==> config.mk <==
export PLATFORM = sky130hd
export DESIGN_NAME = sdhdrp_receiver_flat
export DESIGN_NICKNAME = d
export VERILOG_FILES = /design/src/inc/sdhdrp_pkg.sv /design/src/inc/sdhdrp_if.sv /design/src/rtl/sdhdrp_receiver.sv /design/src/rtl/sdhdrp_fifo.sv /design/src/flat_wrapper.sv
export SDC_FILE = /design/constraint.sdc
export NUM_CORES = 1
export LEC_CHECK = 0
export BUFFER_PORTS_ARGS = -buffer_cell sky130_fd_sc_hd__buf_2
export CORE_MARGIN = 2
export CORE_UTILIZATION = 31
export CTS_BUF_LIST = sky130_fd_sc_hd__clkbuf_16
export DETAILED_ROUTE_END_ITERATION = 10
export GPL_TIMING_DRIVEN = 1
export PLACE_DENSITY = 0.56
export SYNTH_ARGS = -nofsm -noshare
export SYNTH_HDL_FRONTEND = slang
export SYNTH_SLANG_ARGS = --single-unit
==> constraint.sdc <==
create_clock -name i_sys_clk -period 3.25 [get_ports i_sys_clk]
set_clock_uncertainty 0.15 [all_clocks]
set_input_delay 0.325 -clock i_sys_clk [delete_from_list [all_inputs] [get_ports i_sys_clk]]
set_output_delay 0.325 -clock i_sys_clk [all_outputs]
set_load 0.05 [all_outputs]
==> src/inc/sdhdrp_pkg.sv <==
package sdhdrp_pkg;
  // ------------------------------------------------------------
  // timing
  // ------------------------------------------------------------
  localparam int SYS_CLK_KHZ = 125000;
  localparam int BUS_CLK_KHZ = 19440;
  // source side divider: half period in system cycles (125 / 19.44 ~ 6.4 per period, halved to 3)
  localparam int BUS_HALF_CYC = (SYS_CLK_KHZ / BUS_CLK_KHZ) / 2;
  localparam logic [3:0] BUS_HALF_CNT = 4'(BUS_HALF_CYC - 1);
  // loss of clock: no drop bus clock falling edge for this many nanoseconds (50 system cycles)
  localparam int LOC_NS = 400;
  localparam int SYS_PERIOD_NS = 8;
  localparam int LOC_CYC = LOC_NS / SYS_PERIOD_NS;
  localparam logic [7:0] LOC_CNT = 8'(LOC_CYC);
  // frame length in bytes (9 rows x 270 columns)
  localparam int FRAME_BYTES = 2430;
  localparam logic [11:0] FRAME_LAST = 12'(FRAME_BYTES - 1);
  // ------------------------------------------------------------
  // widths and buffering
  // ------------------------------------------------------------
  localparam int BYTE_W = 8;
  localparam int FIFO_DEPTH = 8;
  // fifo word: {c1, j1, window, byte}
  localparam int WORD_W = BYTE_W + 3;
  localparam int WORD_C1_BIT = 10;
  localparam int WORD_J1_BIT = 9;
  localparam int WORD_WIN_BIT = 8;
endpackage

==> src/inc/sdhdrp_if.sv <==
`timescale 1ns/10ps
interface sdhdrp_if;
  logic drop_bus_clock;
  logic [7:0] drop_byte_lines;
  logic drop_parity_bit;
  logic drop_payload_window;
  logic drop_frame_path_marker;
  logic drop_separate_frame_pulse;

  modport source (
    output drop_bus_clock,
    output drop_byte_lines,
    output drop_parity_bit,
    output drop_payload_window,
    output drop_frame_path_marker,
    output drop_separate_frame_pulse
  );
  modport receiver (
    input drop_bus_clock,
    input drop_byte_lines,
    input drop_parity_bit,
    input drop_payload_window,
    input drop_frame_path_marker,
    input drop_separate_frame_pulse
  );
endinterface

==> src/rtl/sdhdrp_receiver.sv <==
`timescale 1ns/10ps
// How it works
// - sample all drop lines on falling clock
// - bus clock is timing; detect its loss
// - odd parity over byte, window, marker
// - tracking: parity covers byte and c1 only
// - c1: one-cycle high pulse, window low
// - no tracking: j1 pulse inside window
// - no j1 supplied: enable tracking
// - or marker and separate c1 inputs
// - tracking: c1 offset delay up to frame
// - window ignored while tracking enabled
// - line 7 is msb, first bit
// - unused separate c1 tied low
module sdhdrp_receiver
  import sdhdrp_pkg::*;
(
  input wire logic i_sys_clk,
  input wire logic i_rst,
  sdhdrp_if.receiver bus,
  input wire logic i_tracking_en,
  input wire logic i_parity_data_only,
  input wire logic i_receive_offset_delay_ctrl,
  input wire logic [11:0] i_offset_bytes,
  input wire logic i_parity_err_clear,
  output logic o_loss_of_clock,
  output logic o_parity_err_pulse,
  output logic o_parity_err_flag,
  output logic o_valid,
  input wire logic i_ready,
  output logic o_overflow,
  output logic [7:0] o_byte,
  output logic o_window,
  output logic o_c1,
  output logic o_j1
);
  logic [1:0] clk_s_q;
  logic [1:0] dat_s_q [12];
  logic clk_prev_q;
  logic fall;
  logic [7:0] smp_byte;
  logic smp_par;
  logic smp_win;
  logic smp_mark;
  logic smp_c1s;
  logic marker;
  logic calc;
  logic [7:0] loc_q;
  logic [11:0] pos_q;
  logic [11:0] pos_now;
  logic c1_now;
  logic j1_now;
  logic win_now;
  logic [WORD_W-1:0] word;
  logic push_q;
  logic [WORD_W-1:0] word_q;
  logic fifo_rdy;
  logic [WORD_W-1:0] out_word;

  // ------------------------------------------------------------
  // synchronisers
  // ------------------------------------------------------------
  // pins change on the rising edge, so they are stable a full half
  // period around the falling edge and survive the same 2-flop delay
  always_ff @(posedge i_sys_clk or posedge i_rst)
  begin
    if (i_rst)
    begin
      clk_s_q <= '0;
      clk_prev_q <= 1'b0;
    end
    else
    begin
      clk_s_q <= {clk_s_q[0], bus.drop_bus_clock};
      clk_prev_q <= clk_s_q[1];
    end
  end
  genvar g;
  generate
    for (g = 0; g < 12; g++)
    begin : g_sync
      logic pin;
      if (g < 8)
      begin : g_b
        assign pin = bus.drop_byte_lines[g];
      end
      else if (g == 8)
      begin : g_p
        assign pin = bus.drop_parity_bit;
      end
      else if (g == 9)
      begin : g_w
        assign pin = bus.drop_payload_window;
      end
      else if (g == 10)
      begin : g_m
        assign pin = bus.drop_frame_path_marker;
      end
      else
      begin : g_s
        assign pin = bus.drop_separate_frame_pulse;
      end
      always_ff @(posedge i_sys_clk or posedge i_rst)
      begin
        if (i_rst)
        begin
          dat_s_q[g] <= '0;
        end
        else
        begin
          dat_s_q[g] <= {dat_s_q[g][0], pin};
        end
      end
    end
  endgenerate

  assign fall = clk_prev_q && !clk_s_q[1];
  // line 7 stays bit 7: msb, first received
  always_comb
  begin
    for (int i = 0; i < 8; i++)
    begin
      smp_byte[i] = dat_s_q[i][1];
    end
  end
  assign smp_par = dat_s_q[8][1];
  assign smp_win = dat_s_q[9][1];
  // both leads synchronised apart; no logic ahead of the flops
  assign smp_mark = dat_s_q[10][1];
  assign smp_c1s = dat_s_q[11][1];
  assign marker = smp_mark | smp_c1s;

  // ------------------------------------------------------------
  // loss of clock
  // ------------------------------------------------------------
  always_ff @(posedge i_sys_clk or posedge i_rst)
  begin
    if (i_rst)
    begin
      loc_q <= '0;
    end
    else if (fall)
    begin
      loc_q <= '0;
    end
    else if (loc_q != LOC_CNT)
    begin
      loc_q <= loc_q + 8'h01;
    end
  end
  assign o_loss_of_clock = (loc_q == LOC_CNT);

  // ------------------------------------------------------------
  // parity check
  // ------------------------------------------------------------
  always_comb
  begin
    calc = ^{smp_byte, smp_par};
    if (!i_parity_data_only)
    begin
      calc = calc ^ marker;
      if (!i_tracking_en)
      begin
        calc = calc ^ smp_win;
      end
      // tracking: window left out of coverage
    end
  end

  always_ff @(posedge i_sys_clk or posedge i_rst)
  begin
    if (i_rst)
    begin
      o_parity_err_pulse <= 1'b0;
      o_parity_err_flag <= 1'b0;
    end
    else
    begin
      o_parity_err_pulse <= fall && !calc;
      // a new error wins over a clear in the same cycle
      if (fall && !calc)
      begin
        o_parity_err_flag <= 1'b1;
      end
      else if (i_parity_err_clear)
      begin
        o_parity_err_flag <= 1'b0;
      end
    end
  end

  // ------------------------------------------------------------
  // frame markers
  // ------------------------------------------------------------
  // tracking mode: c1 from the marker, moved later by the chosen
  // offset inside one frame; the window input is not used
  always_ff @(posedge i_sys_clk or posedge i_rst)
  begin
    if (i_rst)
    begin
      pos_q <= FRAME_LAST;
    end
    else if (fall)
    begin
      if (marker && i_tracking_en)
      begin
        pos_q <= '0;
      end
      else if (pos_q != FRAME_LAST)
      begin
        pos_q <= pos_q + 12'h001;
      end
    end
  end
  // position of the byte on the pins now; a marker restarts it at zero
  assign pos_now = marker ? 12'h000 :
                   ((pos_q == FRAME_LAST) ? FRAME_LAST : pos_q + 12'h001);
  always_comb
  begin
    if (i_tracking_en)
    begin
      win_now = 1'b0;
      j1_now = 1'b0;
      if (i_receive_offset_delay_ctrl && i_offset_bytes <= FRAME_LAST)
      begin
        // a saturated count means no c1 seen lately: stay quiet
        c1_now = (pos_now == i_offset_bytes) && (marker || pos_q != FRAME_LAST);
      end
      else
      begin
        c1_now = marker;
      end
    end
    else
    begin
      win_now = smp_win;
      c1_now = marker && !smp_win;
      j1_now = marker && smp_win;
    end
  end
  assign word = {c1_now, j1_now, win_now, smp_byte};

  // ------------------------------------------------------------
  // buffering
  // ------------------------------------------------------------
  always_ff @(posedge i_sys_clk or posedge i_rst)
  begin
    if (i_rst)
    begin
      push_q <= 1'b0;
      word_q <= '0;
      o_overflow <= 1'b0;
    end
    else
    begin
      push_q <= fall;
      if (fall)
      begin
        word_q <= word;
      end
      // the bus cannot stall, so a full buffer drops and flags
      o_overflow <= push_q && !fifo_rdy;
    end
  end

  sdhdrp_fifo #(
    .WIDTH(WORD_W),
    .DEPTH(FIFO_DEPTH)
  ) sdhdrp_fifo_inst (
    .i_sys_clk(i_sys_clk),
    .i_rst(i_rst),
    .i_in_valid(push_q),
    .o_in_ready(fifo_rdy),
    .i_in_data(word_q),
    .o_out_valid(o_valid),
    .i_out_ready(i_ready),
    .o_out_data(out_word)
  );
  assign o_byte = out_word[BYTE_W-1:0];
  assign o_window = out_word[WORD_WIN_BIT];
  assign o_j1 = out_word[WORD_J1_BIT];
  assign o_c1 = out_word[WORD_C1_BIT];
endmodule // sdhdrp_receiver

==> src/rtl/sdhdrp_fifo.sv <==
`timescale 1ns/10ps
module sdhdrp_fifo #(
  parameter int WIDTH = 11,
  parameter int DEPTH = 8
) (
  input wire logic i_sys_clk,
  input wire logic i_rst,
  input wire logic i_in_valid,
  output logic o_in_ready,
  input wire logic [WIDTH-1:0] i_in_data,
  output logic o_out_valid,
  input wire logic i_out_ready,
  output logic [WIDTH-1:0] o_out_data
);
  localparam int AW = $clog2(DEPTH);
  logic [WIDTH-1:0] mem_q [DEPTH];
  logic [AW-1:0] wr_q;
  logic [AW-1:0] rd_q;
  logic [AW:0] cnt_q;
  logic push;
  logic pop;

  assign o_in_ready = (cnt_q != (AW+1)'(DEPTH));
  assign o_out_valid = (cnt_q != '0);
  assign push = i_in_valid && o_in_ready;
  assign pop = o_out_valid && i_out_ready;
  assign o_out_data = mem_q[rd_q];

  always_ff @(posedge i_sys_clk)
  begin
    if (push)
    begin
      mem_q[wr_q] <= i_in_data;
    end
  end

  always_ff @(posedge i_sys_clk or posedge i_rst)
  begin
    if (i_rst)
    begin
      wr_q <= '0;
      rd_q <= '0;
      cnt_q <= '0;
    end
    else
    begin
      if (push)
      begin
        wr_q <= (wr_q == AW'(DEPTH - 1)) ? '0 : wr_q + 1'b1;
      end
      if (pop)
      begin
        rd_q <= (rd_q == AW'(DEPTH - 1)) ? '0 : rd_q + 1'b1;
      end
      cnt_q <= cnt_q + (AW+1)'(push) - (AW+1)'(pop);
    end
  end
endmodule // sdhdrp_fifo

==> src/flat_wrapper.sv <==
// flat-port wrapper written by rule: the top's interface ports become plain ports
module sdhdrp_receiver_flat import sdhdrp_pkg::*;
  (i_sys_clk, i_rst, i_tracking_en, i_parity_data_only, i_receive_offset_delay_ctrl, i_offset_bytes, i_parity_err_clear, o_loss_of_clock, o_parity_err_pulse, o_parity_err_flag, o_valid, i_ready, o_overflow, o_byte, o_window, o_c1, o_j1, bus_drop_bus_clock, bus_drop_byte_lines, bus_drop_parity_bit, bus_drop_payload_window, bus_drop_frame_path_marker, bus_drop_separate_frame_pulse);
  sdhdrp_if bus_i ();
  input wire logic i_sys_clk;
  input wire logic i_rst;
  input wire logic i_tracking_en;
  input wire logic i_parity_data_only;
  input wire logic i_receive_offset_delay_ctrl;
  input wire logic [11:0] i_offset_bytes;
  input wire logic i_parity_err_clear;
  output logic o_loss_of_clock;
  output logic o_parity_err_pulse;
  output logic o_parity_err_flag;
  output logic o_valid;
  input wire logic i_ready;
  output logic o_overflow;
  output logic [7:0] o_byte;
  output logic o_window;
  output logic o_c1;
  output logic o_j1;
  input wire logic [$bits(bus_i.drop_bus_clock)-1:0] bus_drop_bus_clock;
  input wire logic [$bits(bus_i.drop_byte_lines)-1:0] bus_drop_byte_lines;
  input wire logic [$bits(bus_i.drop_parity_bit)-1:0] bus_drop_parity_bit;
  input wire logic [$bits(bus_i.drop_payload_window)-1:0] bus_drop_payload_window;
  input wire logic [$bits(bus_i.drop_frame_path_marker)-1:0] bus_drop_frame_path_marker;
  input wire logic [$bits(bus_i.drop_separate_frame_pulse)-1:0] bus_drop_separate_frame_pulse;
  assign bus_i.drop_bus_clock = bus_drop_bus_clock;
  assign bus_i.drop_byte_lines = bus_drop_byte_lines;
  assign bus_i.drop_parity_bit = bus_drop_parity_bit;
  assign bus_i.drop_payload_window = bus_drop_payload_window;
  assign bus_i.drop_frame_path_marker = bus_drop_frame_path_marker;
  assign bus_i.drop_separate_frame_pulse = bus_drop_separate_frame_pulse;
  sdhdrp_receiver u_core (.i_sys_clk(i_sys_clk), .i_rst(i_rst), .bus(bus_i), .i_tracking_en(i_tracking_en), .i_parity_data_only(i_parity_data_only), .i_receive_offset_delay_ctrl(i_receive_offset_delay_ctrl), .i_offset_bytes(i_offset_bytes), .i_parity_err_clear(i_parity_err_clear), .o_loss_of_clock(o_loss_of_clock), .o_parity_err_pulse(o_parity_err_pulse), .o_parity_err_flag(o_parity_err_flag), .o_valid(o_valid), .i_ready(i_ready), .o_overflow(o_overflow), .o_byte(o_byte), .o_window(o_window), .o_c1(o_c1), .o_j1(o_j1));
endmodule
Word level (Yosys, flattened, before mapping)
Memories as Yosys holds them, arrays and structs flattened. Cells that the tools add are included.

Register bits after elaboration: 72. Bits in writable memories: 88. Logic and storage cells: 82. Memories kept: 1.

$lt $le $gt $ge: 1. Bitwise operators: 3. $add $sub $neg: 6. Mux-type cells: 18. Equal/unequal tests: 8. Reductions and logical operators: 21.

Memories: u_core.sdhdrp_fifo_inst.mem_q (depth 8, bits a word 11, rd ports 1, clocked after Yosys merged registers in 0, wr ports 1, line sdhdrp_fifo.sv:16) `logic [WIDTH-1:0] mem_q [DEPTH];`.

Operator list (number): $mux W12 (4); $mux W8 (2); $add A12 B1 Y12 const B (1); $eq A12 B12 Y1 (1); $eq A12 B12 Y1 const B (1); $le A12 B12 Y1 const B (1); $ne A12 B12 Y1 const B (1); $logic_and A1 B1 Y1 (10); $mux W1 (10); $reduce_xor A9 Y1 (1); $add A8 B1 Y8 const B (1); $eq A8 B6 Y1 const B (1); $ne A8 B6 Y1 const B (1); $add A3 B1 Y3 const B (2); $eq A3 B3 Y1 const B (2); $mux W3 (2); $reduce_bool A2 Y1 (3); $add A4 B1 Y4 (1); $logic_not A1 Y1 (4); $ne A4 B4 Y1 const B (1); $reduce_bool A4 Y1 (1); $sub A4 B1 Y4 (1); $reduce_and A2 Y1 (1); $xor A1 B1 Y1 (2); 2 further kinds (2).

Logic depth before layout (Yosys ltp)
Depth after elaboration: 8. Mapped depth: 11.

Cells and area by module
Synthesis repeated with hierarchy kept, for this count alone.

Cell total of the unflattened synthesis: 465. Area, all modules: 6916.6 um2.

By module, submodules not included: sdhdrp_fifo (cells an instance 185, instances 1, area each 4003.8 um2, seq. area each 2892.8 um2); sdhdrp_receiver (cells an instance 280, instances 1, area each 2912.8 um2, seq. area each 1561.5 um2).

Least setup slack after synthesis
No wires, ideal clock.

Kind: register to register. From: register u_core.sdhdrp_fifo_inst.cnt_q[2]. To: memory u_core.sdhdrp_fifo_inst.mem_q[0][0], enable pin. Data required time: 2.692 ns. Slack: 0.771 ns. Arrival: 1.921 ns. Cell stages (with the launch flop): 6. Setup time: 0.408 ns. Buffers on the path: 0. Clock period less this slack: 2.479 ns. Cells stage by stage: dfrtp_1 > inv_1 > ha_1 > nand2_1 > nand2_1 > nor4_1.

Cells in the longest elaborated chain, start to end: 4.

Ends and longest elaborated chain: start, declared (line sdhdrp_fifo.sv:19) `logic [AW:0] cnt_q;`; start signal, assigned (line sdhdrp_fifo.sv:55) `cnt_q <= cnt_q + (AW+1)'(push) - (AW+1)'(pop);`; $ne A4 B4 Y1 (line sdhdrp_fifo.sv:23) `assign o_in_ready = (cnt_q != (AW+1)'(DEPTH));`; $logic_and A1 B1 Y1 (line sdhdrp_fifo.sv:25) `assign push = i_in_valid && o_in_ready;`; $mux W1 (line sdhdrp_fifo.sv:31) `if (push)`; $mux W1 (not written as such) (line sdhdrp_fifo.sv:33) `mem_q[wr_q] <= i_in_data;`; end, declared (line sdhdrp_fifo.sv:16).

Every way passes these cells.

Final worst setup path
From: register u_core.sdhdrp_fifo_inst.rd_q[0]. To: output o_byte[5].

Cells in the longest elaborated chain, start to end: 1.

Ends and longest elaborated chain: start, declared (line sdhdrp_fifo.sv:18) `logic [AW-1:0] rd_q;`; start signal, assigned (line sdhdrp_fifo.sv:53) `rd_q <= (rd_q == AW'(DEPTH - 1)) ? '0 : rd_q + 1'b1;`; $mem_v2 Z8 W11; end, declared (line flat_wrapper.sv:18) `output logic [7:0] o_byte;`.

Every way passes these cells.

==> impl_metrics.tcl <==
set metrics [dict create \
    fmax_mhz 364.8 \
    timing.hold.ws_ps 134.0 \
    synthDistinctLibCells 59 \
    gp_congestion 0.8340 \
    cp.arrival_ps 2270 \
    leakage_nw 3.123 \
    outcome "complete, no violations" \
    finalPower_mw 6.081 \
    fin_tns_setup_ps 0 \
    rsz0062_at_grt "false" \
    synthFlopType "edfxtp_1" \
    cts_max_level 4 \
    yosysSeqAreaShare_pct 64.70 \
    syn-cell-area_um2 6884 \
    crit_type "reg2out" \
    grt.overflow.total 0 \
    row_count 54 \
    wire_per_inst_um 16.57 \
    grt_usage_pct 12.35 \
    most-common-layout-cells "edfxtp_1 (88), dfrtp_1 (64), buf_2 (47), nand2_1 (43), nor2_1 (28)" \
    cts_tree "done" \
    grt_pass1_vias 4152 \
    syn_inst 476 \
    syn_area_per_cell_um2 14.46 \
    setup_viol 0 \
    relSlewSlack_pct 40.78 \
    finalHoldViolCount 0 \
    cts_buffers 17 \
    yosysTopAreaCellShare_pct 38.39 \
    clk_pin_slew_ps 60 \
    post_cts_buffers 0 \
    drc_errors 0 \
    synth-seq-cells 160 \
    antenna_found_initial 0 \
    num_antenna_cells 0 \
    synth_nets 523 \
    core_um2 21820 \
    fin_crit_sh_pct 84.33 \
    clkSinkCount 160 \
    start_kind "flop" \
    final_common_cell "edfxtp_1" \
    dp_hpwl_um 9065 \
    layout.nets 599 \
    critPathMaxFanout 25 \
    areaGrowthSynthToFinish_pct 18.12 \
    finalMaxSlewViolations 0 \
    cts_max_path_buffers 2 \
    num_vias 4076 \
    synth_edf_count 88 \
    yosysWarningCount 0 \
    slowest_delay_ps 570 \
    yosysTopAreaCell "edfxtp_1" \
    insertion_delay_ps 410 \
    worstHoldPathType "in2reg" \
    p_per_area_nw_per_um2 747.8 \
    grt_pass1_wl_um 22230 \
    wl_um 13970 \
    ys_top_cells_by_area "edfxtp_1 (38%), dfrtp_1 (23%), mux4_2 (7.2%), dfstp_2 (3.1%), mux2_2 (2.6%)" \
    place_area_um2 7480 \
    worst_ir_drop_vdd_mv 0.4006 \
    fin_crit_ps 2741 \
    via_per_inst 4.835 \
    drt_iter0_drc 258 \
    worstPathCellList "buf_4, mux4_2, mux2_2, buf_2" \
    die_w_um 153.0 \
    synth-async-reset-ratio_pct 45.00 \
    drt_first_pass_iters 5 \
    dieArea_um2 23420 \
    cts_root_buffer "clkbuf_16" \
    portBuffers 47 \
    drv_cap 0 \
    grt_max_degree 27 \
    antenna_left 0 \
    worst_path_max_delay_cell "mux4_2" \
    path_buf_inv 2 \
    die_h_um 153.0 \
    drive_gt1_share_pct 25.58 \
    tightest_slew_ps 882.3 \
    num_io_pins 48 \
    cp.required_ps 2770 \
    finalInstanceArea_um2 8132 \
    initial_core_util_pct 31.54 \
    cp-end-kind "output port" \
    crit_family "multiplexers" \
]
==> cell usage after synthesis, drive strengths merged, types with 10 or more instances <==
master / n
edfxtp: 88
dfrtp: 64
nand2: 44
nor2: 28
o21ai: 24
mux4: 22
inv: 16
mux2: 16
xnor2: 16
ha: 14
nand3: 12
clkbuf: 11
xor2: 11
o31ai: 10
==> logic make-up (layout without fill, tap and decap cells) <==
logic type | after synthesis | after routing | synth area share [%]
compound gates | 62 | 62 | 5.943
xor+xnor | 28 | 28 | 3.780
fa+ha+maj | 15 | 15 | 2.835
buf+inv | 36 | 123 | 2.454
flops | 160 | 160 | 64.70
mux | 39 | 39 | 9.960
simple gates | 136 | 136 | 10.32
==> worst register-to-register path, delay by kind of cell (launching register included) <==
kind             cells  cell delay, ps
flip-flops           1             510
AO/OA/AOI/OAI        3            1170
AND/OR/NAND/NOR      2             680
==> power breakdown <==
part	internal, mW	total [mW]	leakage (nW)	switching [mW]
Clock	0.951	1.71	0.240	0.754
Sequential	2.41	2.62	1.67	0.216
Combinational	0.707	1.75	1.21	1.04
Total	4.07	6.08	3.12	2.01
==> what timing repair did <==
item,in CTS,in global routing
hold endpoints to repair,38,0
gates resized for setup,0,0
hold buffers,15,0
==> cell type report <==
cell class	instances	area, um2
clock buffers	17	425.4
inverters	16	60.06
well taps	280	350.3
repair buffers	77	498.0
multi-input cells	280	2267
fillers	2080	13690
flip-flops and latches	160	4454
clock inverters	13	76.32
==> metal layers <==
metal / vias up / part of all wire, % / GRT usage, %
met5: - / 0 / 0
met1: 2060 / 47 / 16.51
li1: 1917 / - / -
met2: 85 / 48 / 19.58
met3: 14 / 4.1 / 3.034
met4: 0 / 1.2 / 4.586
==> state kept, by name, indices dropped and copies added (netlist names) <==
register                       count
u_core.clk_prev_q                  1
u_core.pos_q                      12
u_core.o_parity_err_flag           1
u_core.dat_s_q                    24
u_core.sdhdrp_fifo_inst.mem_q     88
u_core.o_parity_err_pulse          1
u_core.o_overflow                  1
u_core.sdhdrp_fifo_inst.cnt_q      4
u_core.clk_s_q                     2
u_core.word_q                     11
u_core.sdhdrp_fifo_inst.wr_q       3
u_core.loc_q                       8
u_core.sdhdrp_fifo_inst.rd_q       3
u_core.push_q                      1
==> path summary, 6_finish.rpt <==
path / from / endpoint / slack [ps] / cells past startpoint
setup / recovery: u_core.sdhdrp_fifo_inst.rd_q[0] / o_byte[5] / 510 / 4
hold / removal: i_receive_offset_delay_ctrl / u_core.word_q[10] / 130 / 4
setup reg to reg: u_core.pos_q[9] / u_core.pos_q[8] / 650 / 5
hold reg to reg: u_core.dat_s_q[4] / u_core.dat_s_q[5] / 200 / 0
max in group asynchronous: i_rst / u_core.pos_q[5] / 1840 / 4
min in group asynchronous: i_rst / u_core.dat_s_q[8] / 340 / 3
==> through the flow <==
| step | cells | setup slack (ps) | util, % |
|---|---|---|---|
| 2_1_floorplan | 476 | 770.9 | - |
| 3_3_place_gp | 798 | 798.0 | 34.27 |
| 3_5_place_dp | 798 | 724.4 | 34.27 |
| 4_1_cts | 843 | 429.0 | 37.26 |
| 5_1_grt | 843 | 364.7 | 37.26 |
| 6_report | 843 | 509.1 | 37.26 |
Power figures use the tool's default switching activity.
